===== config.mk =====
export PLATFORM = sky130hd
export DESIGN_NAME = cas_seq
export DESIGN_NICKNAME = d
export VERILOG_FILES = /design/src/hw/cas_pkg.sv /design/src/hw/cas_seq.sv /design/src/hw/cas_acc_count.sv /design/src/hw/cas_next_chan.sv
export SDC_FILE = /design/constraint.sdc
export NUM_CORES = 1
export LEC_CHECK = 0
export BUFFER_PORTS_ARGS = -buffer_cell sky130_fd_sc_hd__buf_2
export CAP_MARGIN = 20
export CORE_MARGIN = 2
export CORE_UTILIZATION = 40
export DETAILED_ROUTE_END_ITERATION = 10
export PLACE_DENSITY = 0.67
export SKIP_LAST_GASP = 1
export SLEW_MARGIN = 20
export SYNTH_ARGS = -nofsm -noshare
export SYNTH_HDL_FRONTEND = slang
export SYNTH_SLANG_ARGS = --single-unit

===== constraint.sdc =====
create_clock -name pclk -period 2.75 [get_ports pclk]
set_input_delay 0.55 -clock pclk [delete_from_list [all_inputs] [get_ports pclk]]
set_output_delay 0.55 -clock pclk [all_outputs]
set_load 0.03 [all_outputs]

===== src/hw/cas_pkg.sv =====
// constants, field layout and types of the capacitive-sense auto-scan sequencer
package cas_pkg;

  localparam int PADDR_W = 8;

  localparam logic [7:0] OFS_CONFIG = 8'h00;
  localparam logic [7:0] OFS_SCAN_START = 8'h04;
  localparam logic [7:0] OFS_SCAN_END = 8'h08;
  localparam logic [7:0] OFS_ACTIVE_SEL = 8'h0C;
  localparam logic [7:0] OFS_CONTROL = 8'h10;
  localparam logic [7:0] OFS_ANALOG_CFG = 8'h14;
  localparam logic [7:0] OFS_PORT_LATCH = 8'h18;
  localparam logic [7:0] OFS_IRQ_STATUS = 8'h1C;
  localparam logic [7:0] OFS_IRQ_MASK = 8'h20;

  localparam int CFG_SOC_LSB = 4;
  localparam int CFG_SOC_W = 3;
  localparam int CFG_ACC_LSB = 0;
  localparam int CFG_ACC_W = 3;
  localparam int CFG_W = 7;
  localparam logic [CFG_SOC_W-1:0] SOC_AUTOSCAN = 3'h7;

  localparam int CTRL_BUSY_BIT = 0;

  localparam int IRQ_W = 3;
  localparam int IRQ_CHAN_BIT = 0;
  localparam int IRQ_GT_BIT = 1;
  localparam int IRQ_ROT_BIT = 2;

  localparam logic [CFG_W-1:0] CONFIG_RST = 7'h00;
  localparam logic [IRQ_W-1:0] IRQ_RST = 3'h0;

  localparam int ACC_CNT_W = 8;

  typedef enum logic [1:0] {
    ST_IDLE = 2'b00,
    ST_START = 2'b01,
    ST_WAIT = 2'b10
  } cas_state_type;

  // conversions per channel: 2 to the power of the accumulator code
  function automatic logic [ACC_CNT_W-1:0] acc_target(input logic [CFG_ACC_W-1:0] code);
    acc_target = 8'h01 << code;
  endfunction : acc_target

endpackage : cas_pkg


===== src/hw/cas_seq.sv =====
// capacitive-sense auto-scan sequencer with apb registers
`timescale 1ns/1ps
`default_nettype none
module cas_seq #(
  parameter int NUM_CH = 16,
  parameter int CH_W = 4
) (
  input wire logic pclk,
  input wire logic presetn,
  input wire logic psel,
  input wire logic penable,
  input wire logic pwrite,
  input wire logic [cas_pkg::PADDR_W-1:0] paddr,
  input wire logic [31:0] pwdata,
  output logic [31:0] prdata,
  output logic pready,
  output logic pslverr,
  input wire logic conv_done,
  input wire logic conv_gt,
  input wire logic debug_halt,
  input wire logic suspend_mode,
  output logic [CH_W-1:0] chan_sel,
  output logic conv_start,
  output logic [NUM_CH-1:0] pin_ground,
  output logic scan_busy,
  output logic wake_req,
  output logic irq
);

  // masks and read words share one 32-bit word, so wider pin sets cannot be served
  if (NUM_CH < 2 || NUM_CH > 32 || (1 << CH_W) < NUM_CH || CH_W > 5) begin : g_bad_params
    $error("cas_seq: unsupported NUM_CH/CH_W");
  end

  logic [cas_pkg::CFG_W-1:0] cfg_q;
  logic [CH_W-1:0] ss_q;
  logic [CH_W-1:0] se_q;
  logic [CH_W-1:0] mx_q;
  logic [CH_W-1:0] mx_d;
  logic [NUM_CH-1:0] analog_q;
  logic [NUM_CH-1:0] latch_q;
  logic [cas_pkg::IRQ_W-1:0] stat_q;
  logic [cas_pkg::IRQ_W-1:0] stat_d;
  logic [cas_pkg::IRQ_W-1:0] mask_q;
  logic busy_q;
  logic busy_d;
  logic halt_pend_q;
  logic halt_pend_d;
  cas_pkg::cas_state_type state_q;
  cas_pkg::cas_state_type state_d;
  logic [31:0] prdata_q;
  logic pready_q;
  logic pslverr_q;
  logic conv_start_q;
  logic [CH_W-1:0] chan_sel_q;
  logic [NUM_CH-1:0] pin_ground_q;
  logic wake_q;
  logic irq_q;

  // bus decode: zero wait states, read data latched in the setup cycle
  wire setup_ph = psel && !penable;
  wire wr_acc = psel && penable && pready_q && pwrite;
  wire sel_cfg = (paddr == cas_pkg::OFS_CONFIG);
  wire sel_ss = (paddr == cas_pkg::OFS_SCAN_START);
  wire sel_se = (paddr == cas_pkg::OFS_SCAN_END);
  wire sel_mx = (paddr == cas_pkg::OFS_ACTIVE_SEL);
  wire sel_ctrl = (paddr == cas_pkg::OFS_CONTROL);
  wire sel_an = (paddr == cas_pkg::OFS_ANALOG_CFG);
  wire sel_lat = (paddr == cas_pkg::OFS_PORT_LATCH);
  wire sel_stat = (paddr == cas_pkg::OFS_IRQ_STATUS);
  wire sel_mask = (paddr == cas_pkg::OFS_IRQ_MASK);
  wire addr_hit = sel_cfg || sel_ss || sel_se || sel_mx || sel_ctrl || sel_an || sel_lat
                  || sel_stat || sel_mask;
  wire wr_cfg = wr_acc && sel_cfg;
  wire wr_ss = wr_acc && sel_ss;
  wire wr_se = wr_acc && sel_se;
  wire wr_mx = wr_acc && sel_mx;
  wire wr_ctrl = wr_acc && sel_ctrl;
  wire wr_an = wr_acc && sel_an;
  wire wr_lat = wr_acc && sel_lat;
  wire wr_stat = wr_acc && sel_stat;
  wire wr_mask = wr_acc && sel_mask;

  wire [31:0] rd_word =
    sel_cfg ? {25'h0, cfg_q} :
    sel_ss ? {{(32-CH_W){1'b0}}, ss_q} :
    sel_se ? {{(32-CH_W){1'b0}}, se_q} :
    sel_mx ? {{(32-CH_W){1'b0}}, mx_q} :
    sel_ctrl ? {31'h0, busy_q} :
    sel_an ? {{(32-NUM_CH){1'b0}}, analog_q} :
    sel_lat ? {{(32-NUM_CH){1'b0}}, latch_q} :
    sel_stat ? {29'h0, stat_q} :
    sel_mask ? {29'h0, mask_q} : 32'h0;

  // sequencer decode
  wire [cas_pkg::CFG_SOC_W-1:0] soc_src = cfg_q[cas_pkg::CFG_SOC_LSB +: cas_pkg::CFG_SOC_W];
  wire auto_mode = (soc_src == cas_pkg::SOC_AUTOSCAN);
  wire start_req = wr_ctrl && pwdata[cas_pkg::CTRL_BUSY_BIT] && !busy_q;
  wire done_ev = (state_q == cas_pkg::ST_WAIT) && conv_done;
  wire last_conv;
  wire chan_done = done_ev && last_conv;
  wire at_end = (mx_q == se_q);
  wire rot_done = chan_done && auto_mode && at_end;
  // halt only takes effect at the end of a rotation so the scan stays coherent
  wire stop_now = chan_done && (!auto_mode || (at_end && (halt_pend_q || debug_halt)));
  wire in_range = !auto_mode || ((mx_q >= ss_q) && (mx_q <= se_q));
  wire gt_ev = done_ev && conv_gt && in_range;
  wire [CH_W-1:0] next_ch;
  wire [NUM_CH-1:0] sel_onehot = {{(NUM_CH-1){1'b0}}, 1'b1} << mx_d;
  wire [cas_pkg::IRQ_W-1:0] stat_set = {rot_done, gt_ev, chan_done};
  wire [cas_pkg::IRQ_W-1:0] stat_clr = wr_stat ? pwdata[cas_pkg::IRQ_W-1:0] : 3'h0;

  cas_acc_count u_acc (
    .pclk(pclk),
    .presetn(presetn),
    .clear(start_req),
    .step(done_ev),
    .code(cfg_q[cas_pkg::CFG_ACC_LSB +: cas_pkg::CFG_ACC_W]),
    .last(last_conv)
  );

  cas_next_chan #(
    .NUM_CH(NUM_CH),
    .CH_W(CH_W)
  ) u_next (
    .cur(mx_q),
    .last_ch(se_q),
    .analog(analog_q),
    .nxt(next_ch)
  );

  // a bus write to the select wins over an advance in the same cycle
  assign mx_d =
    (wr_ss && auto_mode) ? pwdata[CH_W-1:0] :
    wr_mx ? pwdata[CH_W-1:0] :
    (chan_done && auto_mode && at_end) ? ss_q :
    (chan_done && auto_mode) ? next_ch : mx_q;

  // suspend_mode is deliberately not a term here: scanning keeps running
  always_comb begin
    state_d = state_q;
    unique case (state_q)
      cas_pkg::ST_IDLE: begin
        if (start_req) begin
          state_d = cas_pkg::ST_START;
        end
      end
      cas_pkg::ST_START: begin
        state_d = cas_pkg::ST_WAIT;
      end
      cas_pkg::ST_WAIT: begin
        if (done_ev) begin
          state_d = stop_now ? cas_pkg::ST_IDLE : cas_pkg::ST_START;
        end
      end
      default: begin
        state_d = cas_pkg::ST_IDLE;
      end
    endcase
  end

  assign busy_d = start_req ? 1'b1 : (stop_now ? 1'b0 : busy_q);
  assign halt_pend_d = stop_now ? 1'b0 : (halt_pend_q || (debug_halt && busy_q));
  // set wins over a write-one clear in the same cycle
  assign stat_d = (stat_q & ~stat_clr) | stat_set;

  always_ff @(posedge pclk or negedge presetn) begin
    if (!presetn) begin
      cfg_q <= cas_pkg::CONFIG_RST;
      ss_q <= '0;
      se_q <= '0;
      analog_q <= '0;
      latch_q <= '0;
      mask_q <= cas_pkg::IRQ_RST;
    end else begin
      if (wr_cfg) begin
        cfg_q <= pwdata[cas_pkg::CFG_W-1:0];
      end
      if (wr_ss) begin
        ss_q <= pwdata[CH_W-1:0];
      end
      if (wr_se) begin
        se_q <= pwdata[CH_W-1:0];
      end
      if (wr_an) begin
        analog_q <= pwdata[NUM_CH-1:0];
      end
      if (wr_lat) begin
        latch_q <= pwdata[NUM_CH-1:0];
      end
      if (wr_mask) begin
        mask_q <= pwdata[cas_pkg::IRQ_W-1:0];
      end
    end
  end

  always_ff @(posedge pclk or negedge presetn) begin
    if (!presetn) begin
      mx_q <= '0;
      state_q <= cas_pkg::ST_IDLE;
      busy_q <= 1'b0;
      halt_pend_q <= 1'b0;
      stat_q <= cas_pkg::IRQ_RST;
    end else begin
      mx_q <= mx_d;
      state_q <= state_d;
      busy_q <= busy_d;
      halt_pend_q <= halt_pend_d;
      stat_q <= stat_d;
    end
  end

  always_ff @(posedge pclk or negedge presetn) begin
    if (!presetn) begin
      prdata_q <= 32'h0;
      pready_q <= 1'b0;
      pslverr_q <= 1'b0;
    end else begin
      pready_q <= 1'b1;
      if (setup_ph) begin
        prdata_q <= pwrite ? 32'h0 : rd_word;
        pslverr_q <= !addr_hit;
      end
    end
  end

  always_ff @(posedge pclk or negedge presetn) begin
    if (!presetn) begin
      conv_start_q <= 1'b0;
      chan_sel_q <= '0;
      pin_ground_q <= '0;
      wake_q <= 1'b0;
      irq_q <= 1'b0;
    end else begin
      conv_start_q <= (state_d == cas_pkg::ST_START);
      chan_sel_q <= mx_d;
      pin_ground_q <= (state_d != cas_pkg::ST_IDLE) ? (analog_q & ~latch_q & ~sel_onehot)
                                                    : '0;
      wake_q <= suspend_mode && gt_ev;
      irq_q <= |(stat_d & mask_q);
    end
  end

  assign prdata = prdata_q;
  assign pready = pready_q;
  assign pslverr = pslverr_q;
  assign chan_sel = chan_sel_q;
  assign conv_start = conv_start_q;
  assign pin_ground = pin_ground_q;
  assign scan_busy = busy_q;
  assign wake_req = wake_q;
  assign irq = irq_q;
endmodule : cas_seq
`default_nettype wire


===== src/hw/cas_acc_count.sv =====
// counts accumulated conversions on the current channel
`timescale 1ns/1ps
`default_nettype none
module cas_acc_count (
  input wire logic pclk,
  input wire logic presetn,
  input wire logic clear,
  input wire logic step,
  input wire logic [cas_pkg::CFG_ACC_W-1:0] code,
  output logic last
);
  logic [cas_pkg::ACC_CNT_W-1:0] cnt_q;
  logic [cas_pkg::ACC_CNT_W-1:0] cnt_d;
  wire [cas_pkg::ACC_CNT_W-1:0] target_m1 = cas_pkg::acc_target(code) - 8'h01;

  assign last = (cnt_q == target_m1);
  assign cnt_d = (clear || (step && last)) ? 8'h00 : (step ? cnt_q + 8'h01 : cnt_q);

  always_ff @(posedge pclk or negedge presetn) begin
    if (!presetn) begin
      cnt_q <= 8'h00;
    end else begin
      cnt_q <= cnt_d;
    end
  end
endmodule : cas_acc_count
`default_nettype wire


===== src/hw/cas_next_chan.sv =====
// finds the next analog channel after the current one, capped at the end channel
`timescale 1ns/1ps
`default_nettype none
module cas_next_chan #(
  parameter int NUM_CH = 16,
  parameter int CH_W = 4
) (
  input wire logic [CH_W-1:0] cur,
  input wire logic [CH_W-1:0] last_ch,
  input wire logic [NUM_CH-1:0] analog,
  output logic [CH_W-1:0] nxt
);
  if (CH_W < 1 || (1 << CH_W) < NUM_CH) begin : g_bad_params
    $error("cas_next_chan: CH_W too narrow for NUM_CH");
  end

  // descending walk so the lowest qualifying channel wins
  always_comb begin
    nxt = last_ch;
    for (int i = NUM_CH - 1; i >= 0; i--) begin
      if ((CH_W'(i) > cur) && (CH_W'(i) <= last_ch) && (analog[i] || (CH_W'(i) == last_ch))) begin
        nxt = CH_W'(i);
      end
    end
  end
endmodule : cas_next_chan
`default_nettype wire


; ---- Yosys cells after proc, flatten, opt, wreduce, memory -nomap -nowiden
; Index checks and enable logic that the tools add are counted.
[word_totals]
register_bits = 122
input_bits = 49
out_inout_bits = 58
elab_cells = 234
[classes]
add_sub_neg = 2
magnitude_cmp = 34
eq_ne = 29
shifts = 2
mux = 41
bitwise = 8
reduce_logical = 99
[op_table]
columns = op, count
row1 = $mux W16, 9
row2 = $mux W4, 20
row3 = $logic_and A1 B1 Y1, 59
row4 = $and A16 B16 Y16, 2
row5 = $eq A4 B4 Y1 const A, 8
row6 = $eq A8 B5 Y1 const B, 4
row7 = $gt A4 B4 Y1 const A, 8
row8 = $le A4 B4 Y1 const A, 8
row9 = $not A16 Y16, 2
row10 = $logic_or A1 B1 Y1, 29
row11 = $eq A3 B4 Y1 const A, 4
row12 = $eq A8 B4 Y1 const B, 2
row13 = $gt A3 B4 Y1 const A, 4
row14 = $le A3 B4 Y1 const A, 4
row15 = $mux W8, 2
row16 = $shl A1 B4 Y16 const A, 1
row17 = $mux W3, 3
row18 = $add A8 B1 Y8 const B, 1
row19 = $eq A2 B4 Y1 const A, 2
row20 = $eq A8 B3 Y1 const B, 1
row21 = $eq A8 B6 Y1 const B, 1
row22 = $eq A8 B8 Y1, 1
row23 = $gt A1 B4 Y1 const A, 2
row24 = $gt A2 B4 Y1 const A, 2
row25 = 23 further kinds, 36

; ---- Longest topological paths before layout
; Gate-level depths: netlist of the first run.
[logic_depth]
word_depth = 27
mapped_depth = 12
ltp_nobuf = 10

; ---- Cells and area by module
; From an unflattened synthesis of the first run, not the netlist that was laid out.
[hier_totals]
hier_cells = 612
area_unflattened_um2 = 6090.8
[modules_own_cells]
columns = mod, instances, cells_each, area_per_inst_um2, seq_area_each_um2
row1 = cas_seq, 1, 455, 4887.2, 2452.4
row2 = cas_next_chan, 1, 93, 608.1, 0.0
row3 = cas_acc_count, 1, 64, 595.6, 200.2

; ---- Least setup slack after synthesis of the first run
; Ideal clock, no wire load.
[synth_timing]
path_kind = flip-flop to flip-flop
from = register, netlist name chan_sel[0]
to = register irq_q (netlist: irq)
setup_time_ns = 0.127
arrival_ns = 2.446
required_time_ns = 2.623
slack_ns = 0.177
path_stages_with_launch = 12
n_path_buf = 1
synth_period_minus_slack_ns = 2.573
path_cell_list = dfrtp_1 -> clkbuf_1 -> inv_1 -> ha_1 -> nand2b_1 -> a21o_1 -> a21o_1 -> a21oi_1 -> o21ai_0 -> a32o_1 -> a222oi_1 -> inv_1
[synth_rtl]
columns = element, line
row1 = end signal: assignment, cas_seq.sv:240  ; irq_q <= |(stat_d & mask_q);
row2 = end: declaration, cas_seq.sv:58  ; logic irq_q;

; ---- Final worst setup path of the first run
[layout_timing]
from = register cfg_q[1] (netlist name)
to = register u_acc.cnt_q[5] (netlist name)
[layout_via]
elab_chain_cells = 6
word_cells_on_any_way = 7
classes_between = add/sub (1) / eq/ne (1) / shift (1) / mux (1) / reduce/logical (3)
[layout_lines]
columns = element, line
row1 = start: declaration, cas_seq.sv:35  ; logic [cas_pkg::CFG_W-1:0] cfg_q;
row2 = start signal: assignment, cas_seq.sv:169  ; cfg_q <= cas_pkg::CONFIG_RST;
row3 = start signal: assignment, cas_seq.sv:177  ; cfg_q <= pwdata[cas_pkg::CFG_W-1:0];
row4 = $shl A1 B3 Y8 (*), cas_pkg.sv:43  ; acc_target = 8'h01 << code;
row5 = $sub A8 B1 Y8 (*), cas_acc_count.sv:14  ; wire [cas_pkg::ACC_CNT_W-1:0] target_m1 = cas_pkg::acc_target(code) - 8'h01;
row6 = $eq A8 B8 Y1 (*), cas_acc_count.sv:16  ; assign last = (cnt_q == target_m1);
row7 = $logic_and A1 B1 Y1 (*), cas_acc_count.sv:17  ; assign cnt_d = (clear || (step && last)) ? 8'h00 : (step ? cnt_q + 8'h01 : cnt_q);
row8 = $logic_or A1 B1 Y1 (*), cas_acc_count.sv:17
row9 = $mux W8 / $reduce_bool A2 Y1 (equally long branches), --
row10 = end signal: assignment, cas_acc_count.sv:23  ; cnt_q <= cnt_d;
row11 = end: declaration, cas_acc_count.sv:12  ; logic [cas_pkg::ACC_CNT_W-1:0] cnt_q;
; Mark *: on every way between the ends. The rest lies on a longest branch, timed or not.
; A chain may end at the register's enable or synchronous reset.

==> out/qor.csv, run 1 <==
metric;value;unit
outcome;complete, no violations;
cp-end-kind;flip-flop;
htree_levels;3;
start_util;41.14;%
power.density;482.6;mW/mm2
grt_pass1_wl;26.25;mm
dieArea;0.01536;mm2
wl;16.41;mm
fin_skew;0.01171;ns
gp_congestion;0.9409;
slew_headroom;58.42;%
die_w;124.0;um
areaGrowthSynthToFinish;18.26;%
syn_avg_cell_area;10.06;um2
p_int;2.358;mW
synth_edf_count;0;
post_cts_resize_count;0;
post_drt_via_cell_ratio;5.836;
yosys_warnings;0;
antenna_cells;0;
start_kind;flip-flop;
arrival;2.88;ns
dr.pass1.iters;8;
die_h;124.0;um
crit_chain;and4b_1 -> a2111o_1 -> a21oi_2 -> nand4_1 -> buf_4 -> a31oi_1 -> nand3_1 -> xnor2_1 -> nor2b_1;
fin_ws;0.1202;ns
p_sw;0.9267;mW
ys_seq_elements;106;
drtIter0Drc;440;
worst-setup-path-type;flip-flop to flip-flop;
synth.cell_area;0.005756;mm2
port_buffers;74;
fmax;0.3803;GHz
place_hpwl;12.05;mm
insertion_delay;0.36;ns
cts_inserted_buffers;9;
cts_tree;done;
layout_min_cycle_time;2.630;ns
post-route-period-util;95.63;%
synth_ff_type;dfrtp_1;
clockPowerShare;38.6;%
core-area;0.01399;mm2
drc;0;
max_stage_delay;0.47;ns
worstHoldPathType;input port to asynchronous set/reset pin;
crit_path_top_delay_cell;dfrtp_1;
vias;4955;
io_pins;107;
clkTransAtPathRegs;0.08;ns
swShare;28.21;%
clkSinkCount;106;
wl_per_cell;19.33;um
worst_slew_pin_slew;0.6237;ns
finalInstanceArea;0.006807;mm2
synth.distinct_cells;72;
hold_violations;0;
overflow;0;
detail-route-antenna-nets;0;
worstRegToRegCells;9;
seq_power_share;51.1;%
rsz0062_at_grt;true;
antenna_found_initial;0;
setup_viol_count_final;0;
nets;722;
synth-async-reset-ratio;100.0;%
holdBufCountCts;0;
clockRootBuffer;clkbuf_16;
grt_pass1_vias;4895;
clockBufferDepth;2;
leakage;3.195;nW
ys_seq_area_share;46.09;%
place_ws;-0.05861;ns
syn_inst;572;
worstPathRequired;3.00;ns
drive_above_1_share;29.60;%
gr-usage-all-layers;22.43;%
cap_violations;0;
layout_commonest_cell;dfrtp_1;
worstPathMaxFanout;9;
grt_max_degree;46;
layout_common_cells;104 x dfrtp_1, 73 x buf_2, 52 x nand2_1, 48 x mux2_2, 38 x buf_4;
postCtsSetupBuffers;0;
fillers;1306;
place_area;0.006474;mm2
ir_drop;0.3848;mV
drv_slew;0;
power_frac_comb;10.2;%
rows;43;
Yosys cell counts, types with 6 or more instances:
cell type,n,area (um2)
nor2b_1,10,62.56
o21ai_0,36,180.2
nand2_1,52,195.2
nand3b_1,17,127.6
nor3_1,12,60.06
a31oi_1,20,125.1
a22o_1,7,61.31
a22oi_1,12,90.09
a221oi_1,7,61.31
inv_1,17,63.81
and4_1,7,61.31
mux2_2,48,540.5
ha_1,9,112.6
buf_2,7,35.03
nor2_1,34,127.6
a21oi_1,15,75.07
clkbuf_1,21,78.83
buf_4,18,135.1
nand3_1,12,60.06
nand4_1,6,37.54
dfrtp_1,106,2653
sequential cells by signal (all words and copies together) (netlist names), 4 cells and up:
name	cells
latch_q	16
cfg_q	7
chan_sel	4
se_q	4
u_acc.cnt_q	8
ss_q	4
analog_q	16
prdata	16
pin_ground	16
worst max-delay path: cells and delay by family (launching register included):
kind / cells / cell delay (ns)
compound gates: 3 / 0.87
xor+xnor: 1 / 0.14
buf+inv: 1 / 0.24
simple gates: 4 / 0.77
flops: 1 / 0.47
path summary, 6_finish.rpt:
kind                           start              to  slack (ns)
setup / recovery            cfg_q[1]  u_acc.cnt_q[5]        0.12
hold / removal               presetn  u_acc.cnt_q[3]        0.20
setup reg to reg            cfg_q[1]  u_acc.cnt_q[5]        0.12
hold reg to reg            prdata[7]       prdata[7]        0.48
max in group asynchronous    presetn    analog_q[14]        1.92
min in group pclk          conv_done      state_q[1]        0.43
power by group through the flow:
stage / logic, mW / clock network [mW] / registers [mW]
4_1_cts: 0.333 / 1.30 / 1.68
2_1_floorplan: 0.226 / 0 / 1.68
3_3_place_gp: 0.322 / 0 / 1.70
6_report: 0.336 / 1.27 / 1.68
3_5_place_dp: 0.333 / 0 / 1.71
5_1_grt: 0.376 / 1.35 / 1.69
per-layer routing:
metal  GRT usage, %  part of all wire, %
met4          6.039                  1.3
met5              0                    0
met1          29.74                   43
met3          4.762                  7.1
met2          37.29                   49
final cells by class:
type / instances / area (um2) / area share [%]
multi-input combinational: 415 / 2878 / 42.28
sequential: 106 / 2655 / 39.01
timing repair buffer: 113 / 690.7 / 10.15
clock buffer: 9 / 225.2 / 3.309
tap: 180 / 225.2 / 3.309
inverter: 19 / 71.32 / 1.048
clock inverter: 7 / 61.31 / 0.9007
cell families after synthesis:
logic type	synth area share, %
other	0.1305
XOR/XNOR	1.065
multiplexers	10.30
AO/OA/AOI/OAI	17.87
buffers and inverters	5.652
adder cells (fa/ha/maj)	1.957
flip-flops	46.09
AND/OR/NAND/NOR	16.94
through the flow:
stage	TNS, ns	power [mW]	hold WS (ns)	utilization [%]	cells
global route	-0.05364	3.417	0.2367	48.66	849
global placement	0	2.024	0.4578	46.28	833
finish	0	3.285	0.2022	48.66	849
CTS	0	3.305	0.2081	48.33	849
floorplan	0	1.908	0.2544	-	587
detailed placement	-0.1682	2.039	0.4718	46.28	833
(Power assumes the default switching activity.)
==> inputs of run 2 (changes only) <==
Settings changed: CORE_ASPECT_RATIO from default to 0.8, REMOVE_ABC_BUFFERS from default to 1.
==> run 2 against run 1 <==
Compared with the run above:
- sequential power about the same
- power rose by 0.52%
- clock skew shrank 0.0023 ns
==> out/qor.csv, run 2 (synthesized netlist as in run 1, its figures left out) <==
metric;value;unit
start_kind;flip-flop;
clockBufferDepth;2;
grt_max_degree;32;
max_stage_delay;0.49;ns
fin_setup_tns;0;ns
vias;5008;
worstRegToRegCells;9;
cts_inserted_buffers;9;
grt_pass1_wl;26.51;mm
crit_chain;inv_1 -> ha_1 -> and4_1 -> a31oi_1 -> nand3_1 -> o31a_1 -> a21oi_4 -> and2_1 -> a31oi_1;
worst-setup-path-type;flip-flop to flip-flop;
crit_path_top_delay_cell;dfrtp_1;
port_buffers;74;
dr.pass1.iters;5;
worst_slew_pin_slew;0.4994;ns
outcome;complete, no violations;
wl_per_cell;19.27;um
areaGrowthSynthToFinish;19.07;%
rows;39;
hold_violations;0;
dieArea;0.01537;mm2
antenna_found_initial;0;
fillers;1317;
detail-route-antenna-nets;0;
cp-end-kind;flip-flop;
io_pins;107;
drive_above_1_share;30.15;%
multiInputGateArea;0.002849;mm2
ir_drop;0.3593;mV
htree_levels;3;
reg2reg_to;pin_ground[14];
drv_slew;0;
die_w;138.1;um
layout_common_cells;103 x dfrtp_1, 73 x buf_2, 52 x nand2_1, 50 x buf_4, 48 x mux2_2;
cts_tree;done;
fin_util;48.43;%
clkSinkCount;106;
rrSetupSlack;0.16;ns
clockRootBuffer;clkbuf_16;
worstPathMaxFanout;7;
drc;0;
crit_top_cell;a31oi_1;
wl;16.65;mm
post_drt_via_cell_ratio;5.796;
gr-usage-all-layers;21.91;%
setup_viol_count_final;0;
die_h;111.3;um
worstPathRequired;2.98;ns
fin_skew;0.009381;ns
drtIter0Drc;507;
slew_headroom;65.85;%
post-route-period-util;94.22;%
core-area;0.01415;mm2
arrival;2.82;ns
fmax;0.3860;GHz
layout_min_cycle_time;2.591;ns
insertion_delay;0.36;ns
overflow;0;
power.density;481.8;mW/mm2
antenna_cells;0;
seq_area;0.002656;mm2
r2r-start;se_q[3];
gp_congestion;0.9579;
layout_commonest_cell;dfrtp_1;
start_util;40.67;%
worstHoldPathType;input port to asynchronous set/reset pin;
nets;733;
rsz0062_at_grt;false;
clkTransAtPathRegs;0.08;ns
cap_violations;0;
leakage;3.244;nW
place_hpwl;12.57;mm
grt_pass1_vias;4884;
run 2: cell type report:
class	instances	share of cell area (%)
Sequential cell	106	38.76
Clock inverter	6	0.8216
Multi-Input combinational cell	415	41.57
Timing Repair Buffer	124	11.10
Inverter	19	1.041
Clock buffer	10	3.341
Tap cell	184	3.360
run 2: critical path, delay by kind of cell (launching register included):
family	cells	cell delay, ns
simple gates	3	0.58
buf+inv	1	0.18
flops	1	0.49
compound gates	4	0.90
fa+ha+maj	1	0.34
run 2: timing repair:
action	in CTS	in global routing
hold buffers	0	0
resized for setup	0	6
hold endpoints to repair	0	0
setup buffers	0	0
endpoints found under the setup margin	0	16
run 2: routing by layer:
| layer | global-route usage (%) | routed length, um |
|---|---|---|
| met2 | 32.67 | 7292 |
| met1 | 31.85 | 7598 |
| met5 | 0 | 0 |
| met4 | 7.483 | 334 |
| met3 | 4.449 | 1427 |
run 2: worst max path at each step:
stage | to | from
detailed placement | pin_ground[14] | conv_done
floorplan | latch_q[0] | paddr[5]
global route | pin_ground[14] | se_q[3]
CTS | pin_ground[14] | se_q[2]
global placement | pin_ground[14] | conv_done
finish | pin_ground[14] | se_q[3]
run 2: power breakdown:
part / total (mW) / internal (mW) / switching, mW
combinational: 0.364 / 0.134 / 0.230
sequential: 1.67 / 1.61 / 0.0656
clock: 1.27 / 0.636 / 0.629
total: 3.30 / 2.38 / 0.925
run 2: per-stage QoR:
stage	power [mW]	hold slack [ns]	worst slack [ns]	instance area, um2	std cells
2_1_floorplan	1.876	0.2544	-0.09063	5558	540
3_3_place_gp	2.052	0.4598	0.07347	6549	848
3_5_place_dp	2.065	0.4678	0.03462	6549	848
4_1_cts	3.315	0.1240	0.06658	6834	864
5_1_grt	3.444	0.1306	0.01175	6853	864
6_report	3.301	0.1131	0.1591	6853	864
